--- config.mk ---
export PLATFORM = sky130hd
export DESIGN_NAME = digipot_regs
export DESIGN_NICKNAME = d
export VERILOG_FILES = /design/src/shared/digipot_pkg.sv /design/src/logic/digipot_regs.sv /design/src/logic/net_terminal_drive.sv
export SDC_FILE = /design/constraint.sdc
export NUM_CORES = 1
export LEC_CHECK = 0
export BUFFER_PORTS_ARGS = -buffer_cell sky130_fd_sc_hd__clkbuf_2
export CORE_UTILIZATION = 48
export DETAILED_ROUTE_END_ITERATION = 10
export PLACE_DENSITY = 0.82
export RECOVER_POWER = 25
export SLEW_MARGIN = 15
export SYNTH_ARGS = -nofsm -noshare
export SYNTH_HDL_FRONTEND = slang
export SYNTH_SLANG_ARGS = --single-unit
export TNS_END_PERCENT = 20
--- constraint.sdc ---
create_clock -name clk -period 1.4 [get_ports clk]
set_input_delay 0.14 -clock clk [delete_from_list [all_inputs] [get_ports clk]]
set_output_delay 0.14 -clock clk [all_outputs]
set_load 0.01 [all_outputs]
--- src/shared/digipot_pkg.sv ---
package digipot_pkg;

   // -----------------------------------------------------------------
   // register address space
   // -----------------------------------------------------------------
   localparam int          ADDR_W        = 4;       // sixteen locations
   localparam int          DATA_W        = 9;       // nine bits each
   localparam logic [3:0]  ADDR_WIPER0   = 4'h0;    // wiper_position_0
   localparam logic [3:0]  ADDR_WIPER1   = 4'h1;    // wiper_position_1
   localparam logic [3:0]  ADDR_TERMINAL_CONTROL     = 4'h4;    // terminal_control
   localparam logic [3:0]  ADDR_RSVD_ST  = 4'h5;    // reserved_status_slot

   // -----------------------------------------------------------------
   // reset and fixed values
   // -----------------------------------------------------------------
   localparam logic [8:0]  TERMINAL_CONTROL_RESET    = 9'h1FF;  // all terminals connected
   localparam logic [8:0]  RSVD_ST_VALUE = 9'h1F7;  // fixed read value
   localparam logic [8:0]  MID_SCALE_8B  = 9'h080;  // 8-bit resolution
   localparam logic [8:0]  MID_SCALE_7B  = 9'h040;  // 7-bit resolution
   localparam logic [8:0]  READ_ZERO     = 9'h000;  // unimplemented read

   // -----------------------------------------------------------------
   // terminal_control field positions
   // -----------------------------------------------------------------
   localparam int          GC_ACCEPT_BIT = 8;       // general_call_accept
   localparam int          NET1_LSB      = 4;       // net1 nibble low bit
   localparam int          NET0_LSB      = 0;       // net0 nibble low bit
   localparam int          SHDN_OFS      = 3;       // network_shutdown_n
   localparam int          TA_OFS        = 2;       // term a connect
   localparam int          WIP_OFS       = 1;       // wiper connect
   localparam int          TB_OFS        = 0;       // term b connect

   // -----------------------------------------------------------------
   // supply sequencing states
   // -----------------------------------------------------------------
   typedef enum logic [1:0] {
      ST_OFF  = 2'b00,     // supply below trip point
      ST_LOAD = 2'b01,     // load defaults
      ST_RUN  = 2'b10      // digital operation
   } op_state_e;

endpackage : digipot_pkg

--- src/logic/digipot_regs.sv ---
`timescale 1ns/1ps

// ---------------------------------------------------------------------
// Overview of operation
// - sixteen nine-bit locations, few implemented
// - wipers at 00h, 01h only when dual
// - terminal control at address 04h
// - reading 05h returns 1F7h
// - supply up loads mid-scale, then operates
// - mid-scale 80h eight-bit, 40h seven-bit
// - reset loads terminal control with 1FFh
// - supply low disables and ignores bus
// - terminal write applies when command completes
// - net1 lock blocks net1 control writes
// - net0 lock blocks net0 control writes
// - bit 8 enables general call accept
// - bit 7 low forces net1 shutdown
// - bits 6..4 connect net1 a, w, b
// - bit 3 low forces net0 shutdown
// - bits 2..0 connect net0 a, w, b
// - control changes never alter wipers
// - shutdown ignores but keeps connect bits
// ---------------------------------------------------------------------
module digipot_regs
   import digipot_pkg::*;
#(
   parameter bit DUAL_NET = 1'b1,   // two resistor networks
   parameter bit RES_8BIT = 1'b1    // 8-bit ladder, else 7-bit
) (
   // clock and reset
   input  wire logic              clk,
   input  wire logic              rst_n,
   // supply monitor pin, high above trip point
   input  wire logic              supply_ok,
   // write locks held by the nonvolatile side
   input  wire logic              net0_write_lock,
   input  wire logic              net1_write_lock,
   // decoded serial command port
   input  wire logic              cmd_valid,
   input  wire logic              cmd_write,
   input  wire logic [ADDR_W-1:0] cmd_addr,
   input  wire logic [DATA_W-1:0] cmd_wdata,
   input  wire logic              cmd_done,
   // read answer
   output logic                   rd_valid,
   output logic [DATA_W-1:0]      rd_data,
   // interface state
   output logic                   bus_enabled,
   output logic                   general_call_accept,
   // wiper positions to ladder decoders
   output logic [DATA_W-1:0]      wiper0_pos,
   output logic [DATA_W-1:0]      wiper1_pos,
   // network 0 switches
   output logic                   net0_term_a_on,
   output logic                   net0_wiper_on,
   output logic                   net0_term_b_on,
   output logic                   net0_wiper_to_b,
   // network 1 switches
   output logic                   net1_term_a_on,
   output logic                   net1_wiper_on,
   output logic                   net1_term_b_on,
   output logic                   net1_wiper_to_b
);

   // -----------------------------------------------------------------
   // helpers
   // -----------------------------------------------------------------

   // merge a write into control, keeping locked nibbles
   function automatic logic [8:0] lock_merge(input logic [8:0] old_v,
                                             input logic [8:0] new_v,
                                             input logic       lk0,
                                             input logic       lk1);
      logic [8:0] r;
      r = new_v;
      if (lk1) begin
         r[NET1_LSB +: 4] = old_v[NET1_LSB +: 4];
      end
      if (lk0) begin
         r[NET0_LSB +: 4] = old_v[NET0_LSB +: 4];
      end
      return r;
   endfunction : lock_merge

   // wiper1 address decode for the write path and its checks
   function automatic logic is_wiper1(input logic [3:0] a);
      return (a == ADDR_WIPER1) && DUAL_NET;
   endfunction : is_wiper1

   // -----------------------------------------------------------------
   // supply synchroniser
   // -----------------------------------------------------------------
   logic sup_meta_q;        // first stage, read only by second
   logic sup_sync_q;        // safe supply level

   // the monitor is analog, so it is treated as asynchronous
   always_ff @(posedge clk or negedge rst_n) begin
      if (!rst_n) begin
         sup_meta_q <= 1'b0;
         sup_sync_q <= 1'b0;
      end else begin
         sup_meta_q <= supply_ok;
         sup_sync_q <= sup_meta_q;
      end
   end

   // -----------------------------------------------------------------
   // supply sequencing
   // -----------------------------------------------------------------
   op_state_e state_d;      // next sequencing state
   op_state_e state_q;      // current sequencing state

   // off until supply good, one load cycle, then run
   always_comb begin
      state_d = state_q;
      case (state_q)
         ST_OFF: begin
            if (sup_sync_q) begin
               state_d = ST_LOAD;
            end
         end
         ST_LOAD: begin
            state_d = sup_sync_q ? ST_RUN : ST_OFF;
         end
         ST_RUN: begin
            if (!sup_sync_q) begin
               state_d = ST_OFF;
            end
         end
         default: begin
            state_d = ST_OFF;
         end
      endcase
   end

   always_ff @(posedge clk or negedge rst_n) begin
      if (!rst_n) begin
         state_q <= ST_OFF;
      end else begin
         state_q <= state_d;
      end
   end

   logic run;               // serial interface live
   assign run = (state_q == ST_RUN);

   // -----------------------------------------------------------------
   // register file
   // -----------------------------------------------------------------
   logic [8:0] mid_scale;   // reset wiper code for this ladder
   assign mid_scale = RES_8BIT ? MID_SCALE_8B : MID_SCALE_7B;

   logic       wr_hit;      // accepted write
   logic       rd_hit;      // accepted read
   assign wr_hit = run && cmd_valid && cmd_write;
   assign rd_hit = run && cmd_valid && !cmd_write;

   logic [8:0] wiper0_d, wiper0_q;   // wiper_position_0
   logic [8:0] wiper1_d, wiper1_q;   // wiper_position_1
   logic [8:0] terminal_control_d, terminal_control_q;       // terminal_control as written
   logic [8:0] applied_d, applied_q; // control seen by the networks
   logic       pend_d, pend_q;       // control write awaiting completion

   // writes and default loading; off state holds defaults so that
   // a brown-out never leaves a corrupt value behind
   always_comb begin
      wiper0_d  = wiper0_q;
      wiper1_d  = wiper1_q;
      terminal_control_d    = terminal_control_q;
      applied_d = applied_q;
      pend_d    = pend_q;
      if (!run) begin
         wiper0_d  = mid_scale;
         wiper1_d  = mid_scale;
         terminal_control_d    = TERMINAL_CONTROL_RESET;
         applied_d = TERMINAL_CONTROL_RESET;
         pend_d    = 1'b0;
      end else begin
         // unmatched addresses fall through untouched
         if (wr_hit) begin
            if (cmd_addr == ADDR_WIPER0) begin
               wiper0_d = cmd_wdata;
            end else if (is_wiper1(cmd_addr)) begin
               wiper1_d = cmd_wdata;
            end else if (cmd_addr == ADDR_TERMINAL_CONTROL) begin
               // wipers untouched by control writes
               terminal_control_d = lock_merge(terminal_control_q, cmd_wdata,
                                   net0_write_lock, net1_write_lock);
               pend_d = 1'b1;
            end else begin
               pend_d = pend_q;
            end
         end
         // apply only at end of the whole serial command
         if (cmd_done) begin
            // only a command that wrote control moves the switches
            if (pend_d) begin
               applied_d = terminal_control_d;
            end
            pend_d    = 1'b0;
         end
      end
   end

   always_ff @(posedge clk or negedge rst_n) begin
      if (!rst_n) begin
         wiper0_q  <= MID_SCALE_8B;
         wiper1_q  <= MID_SCALE_8B;
         terminal_control_q    <= TERMINAL_CONTROL_RESET;
         applied_q <= TERMINAL_CONTROL_RESET;
         pend_q    <= 1'b0;
      end else begin
         wiper0_q  <= wiper0_d;
         wiper1_q  <= wiper1_d;
         terminal_control_q    <= terminal_control_d;
         applied_q <= applied_d;
         pend_q    <= pend_d;
      end
   end

   // -----------------------------------------------------------------
   // read path
   // -----------------------------------------------------------------
   logic       rvalid_d, rvalid_q;   // one-cycle read strobe
   logic [8:0] rdata_d, rdata_q;     // read answer

   // unimplemented locations read as zero
   always_comb begin
      rvalid_d = rd_hit;
      rdata_d  = rdata_q;
      if (rd_hit) begin
         case (cmd_addr)
            ADDR_WIPER0:  rdata_d = wiper0_q;
            ADDR_WIPER1:  rdata_d = DUAL_NET ? wiper1_q : READ_ZERO;
            ADDR_TERMINAL_CONTROL:    rdata_d = terminal_control_q;
            ADDR_RSVD_ST: rdata_d = RSVD_ST_VALUE;
            default:      rdata_d = READ_ZERO;
         endcase
      end
   end

   always_ff @(posedge clk or negedge rst_n) begin
      if (!rst_n) begin
         rvalid_q <= 1'b0;
         rdata_q  <= READ_ZERO;
      end else begin
         rvalid_q <= rvalid_d;
         rdata_q  <= rdata_d;
      end
   end

   // -----------------------------------------------------------------
   // outputs
   // -----------------------------------------------------------------
   assign rd_valid            = rvalid_q;
   assign rd_data             = rdata_q;
   assign bus_enabled         = run;
   assign general_call_accept = applied_q[GC_ACCEPT_BIT];
   assign wiper0_pos          = wiper0_q;
   assign wiper1_pos          = DUAL_NET ? wiper1_q : READ_ZERO;

   // network 0 switch drive
   net_terminal_drive u_net0 (
      .clk        (clk),
      .rst_n      (rst_n),
      .ctrl       (applied_q[NET0_LSB +: 4]),
      .term_a_on  (net0_term_a_on),
      .wiper_on   (net0_wiper_on),
      .term_b_on  (net0_term_b_on),
      .wiper_to_b (net0_wiper_to_b)
   );

   // network 1 switch drive
   net_terminal_drive u_net1 (
      .clk        (clk),
      .rst_n      (rst_n),
      .ctrl       (applied_q[NET1_LSB +: 4]),
      .term_a_on  (net1_term_a_on),
      .wiper_on   (net1_wiper_on),
      .term_b_on  (net1_term_b_on),
      .wiper_to_b (net1_wiper_to_b)
   );
endmodule : digipot_regs

--- src/logic/net_terminal_drive.sv ---
`timescale 1ns/1ps

// per-network terminal switch drive, shutdown overrides stored bits
module net_terminal_drive
   import digipot_pkg::*;
(
   // clock and reset
   input  wire logic       clk,
   input  wire logic       rst_n,
   // applied control nibble
   input  wire logic [3:0] ctrl,
   // switch controls
   output logic            term_a_on,
   output logic            wiper_on,
   output logic            term_b_on,
   output logic            wiper_to_b
);

   // -----------------------------------------------------------------
   // switch state
   // -----------------------------------------------------------------
   logic [3:0] sw_d;        // {a, w, b, w-b short} next
   logic [3:0] sw_q;        // registered switch drive

   // shutdown forces a open and w tied to b, stored bits kept upstream
   always_comb begin
      if (!ctrl[SHDN_OFS]) begin
         sw_d = 4'h7;
      end else begin
         sw_d = {ctrl[TA_OFS], ctrl[WIP_OFS], ctrl[TB_OFS], 1'b0};
      end
   end

   // register the drive so switches never glitch
   always_ff @(posedge clk or negedge rst_n) begin
      if (!rst_n) begin
         sw_q <= 4'hE;
      end else begin
         sw_q <= sw_d;
      end
   end

   assign term_a_on  = sw_q[3];
   assign wiper_on   = sw_q[2];
   assign term_b_on  = sw_q[1];
   assign wiper_to_b = sw_q[0];
endmodule : net_terminal_drive

==> qor.csv <==
metric,value,unit
n_antenna_cell,0,
synthCells,210,
fin_nets,324,
fp.dieH,74.9,µm
crit_required,1660,ps
start_util,0.499,
mappedNetlistNets,231,
synthDistinctLibCells,41,
synthMuxAreaShare,0.0663,
gp_congestion,0.803,
fillers,342,
overflow,0,
fin_tns_setup,-2720,ps
portBuffers,58,
synthAdderAreaFrac,0,
cts-root-buf,clkbuf_8,
wl_met1,2.77,mm
yosysSeqAreaShare,0.592,
hold_violations,0,
multi_input_area,1170,µm²
synth_seq_cells,59,
cp_slowest_stage_delay,420,ps
drt-pass1-iter-count,4,
grt_max_degree,60,
clock_skew,11.3,ps
cp.arrival,1770,ps
worstSkewPairLatency,340,ps
coreArea,5110,µm²
cts_buffers,9,
vias,2026,
synthArstFlopShare,1.00,
antenna_found_initial,0,
finalMaxSlewViolations,0,
path_cells,"nand2b_4, buf_6, inv_4, buf_6, buf_4, o21ai_1, buf_6, a2bb2oi_2",
crit_top_cell,buf_6,
drt-initial-drc-count,170,
crit_path_start_kind,flop,
status,finished with violations,
holdCritPathClass,in -> reg,
synth_top_area_cell,dfrtp_1,
period_minus_slack,1510,ps
drc_errors,0,
clkSinkCount,59,
h-tree-depth,3,
max_freq,662,MHz
layout_commonest_cell,clkbuf_2,
final_cell_mix,"clkbuf_2, dfrtp_1, dfstp_2, buf_4, nand2_1",
drive_gt1_frac,0.594,
avgSynthCellArea,12.1,µm²
critPathTopFamily,buffers and inverters,
slew_headroom,0.487,
synth-compound-area-share,0.156,
powerDensity,1060,nW/µm²
pin_count,59,
grt_first_pass_wirelength,9.60,mm
endpoint_kind,flop,
die_x,74.9,µm
grt_pass1_vias,1971,
worst_slack,-110,ps
synth_top_family_by_area,compound AO/OA/AOI/OAI gates,
yosys-top-cells-area,"dfrtp_1, dfstp_2, mux2i_1",
tightest_slew,769,ps
hold-worst-slack,48.3,ps
fp-row-count,26,
die_area,5600,µm²
synth_top_area_frac,0.324,
via_per_inst,5.36,
final_cell_area,3600,µm²
finalPower,3.83,mW
grt_use_total,0.239,
drv_cap,0,
place_hpwl,3.78,mm
synth-main-ff-cell,dfrtp_1,
path_class,reg -> reg,
violations,negative setup slack,
wl_met2,3.27,mm
cts_tree,yes,
wl_met3,236,µm
top_layer,met4,
synth_xor_area_frac,0,
yosysWarningCount,0,
path_max_fanout,8,
finalSetupViolations,37,
cp_slowest_cell,dfrtp_1,
avgRoutedWirePerCell,16.8,µm
clk_pin_slew,60,ps
crit_buf_inv,5,
cts_buffer_depth,2,
synth_edf_count,0,
dpl-instance-area,3050,µm²
rsz0062_at_grt,true,
antenna_left,0,
area_delta_synth_final,41.5,%
netlist_area,2550,µm²
synthSimpleGateAreaFrac,0.132,
seq_area,1510,µm²
p_leak,1.64,nW
final.period_utilization,1.08,
ir_drop,0.664,mV
routed_wl,6.36,mm
==> layer usage <==
| layer | GRT usage | vias up |
|---|---|---|
| met3 | 0.0790 | 8 |
| met1 | 0.295 | 1017 |
| li1 | - | 944 |
| met2 | 0.391 | 57 |
| met5 | 0 | - |
| met4 | 0.0901 | 0 |
==> state kept, by name, summed over array words and instances (netlist names) <==
signal	flops
rd_data	9
applied_q	9
sup_meta_q	1
rd_valid	1
wiper1_pos	9
sup_sync_q	1
terminal_control_q	9
u_net0.sw_q	4
state_q	2
u_net1.sw_q	4
pend_q	1
wiper0_pos	9
==> metrics by stage <==
stage / worst slack (ps) / cells / util
floorplan: -174 / 210 / -
global placement: -118 / 349 / 0.597
detailed placement: -245 / 349 / 0.597
CTS: -110 / 376 / 0.681
global route: -165 / 378 / 0.706
finish: -110 / 378 / 0.706
==> Yosys cell counts, types with 3 or more instances <==
| library cell | instances |
|---|---|
| dfrtp_1 | 33 |
| dfstp_2 | 26 |
| nand2_1 | 19 |
| inv_1 | 16 |
| a22o_1 | 9 |
| mux2i_1 | 9 |
| o22ai_1 | 9 |
| a2bb2oi_1 | 8 |
| nand3_1 | 8 |
| o21ai_2 | 8 |
| o31ai_1 | 8 |
| mux2_2 | 7 |
| nand2b_1 | 6 |
| nor3_1 | 4 |
| a21oi_1 | 3 |
| buf_1 | 3 |
| buf_2 | 3 |
| nor2_1 | 3 |
==> cell families after synthesis <==
family / after synthesis
AOI/OAI and AO/OA: 52
and+or+nand+nor: 56
DFF: 59
buffers and inverters: 27
muxes: 16
==> final timing paths <==
kind / start / end / slack [ps] / depth (start not counted)
setup / recovery: state_q[0] / applied_q[1] / -110 / 8
hold / removal: cmd_wdata[8] / wiper0_pos[8] / 50 / 2
setup reg to reg: state_q[0] / applied_q[1] / -110 / 8
hold reg to reg: sup_meta_q / sup_sync_q / 370 / 0
max in group asynchronous: rst_n / state_q[1] / 310 / 3
min in group asynchronous: rst_n / rd_data[8] / 530 / 3
==> final cells by class <==
| type | instances | area share |
|---|---|---|
| Sequential cell | 59 | 0.419 |
| Tap cell | 70 | 0.0243 |
| Inverter | 16 | 0.0174 |
| Timing Repair Buffer | 91 | 0.163 |
| Clock inverter | 2 | 0.0104 |
| Clock buffer | 14 | 0.0423 |
| Multi-Input combinational cell | 126 | 0.324 |
==> power breakdown <==
group / switching [mW] / total (mW) / internal (mW)
combinational: 0.274 / 0.515 / 0.241
sequential: 0.0381 / 1.80 / 1.77
clock: 0.638 / 1.51 / 0.874
total: 0.950 / 3.83 / 2.88
==> timing repair <==
item                       CTS  global route
hold endpoints to repair    35             0
pin swaps                    5             5
setup endpoints to repair   42            42
cloned                       2             0
hold buffers                 3             0
gates resized for setup     29            22
setup buffers                6             2
Power figures use the tool's default switching activity.
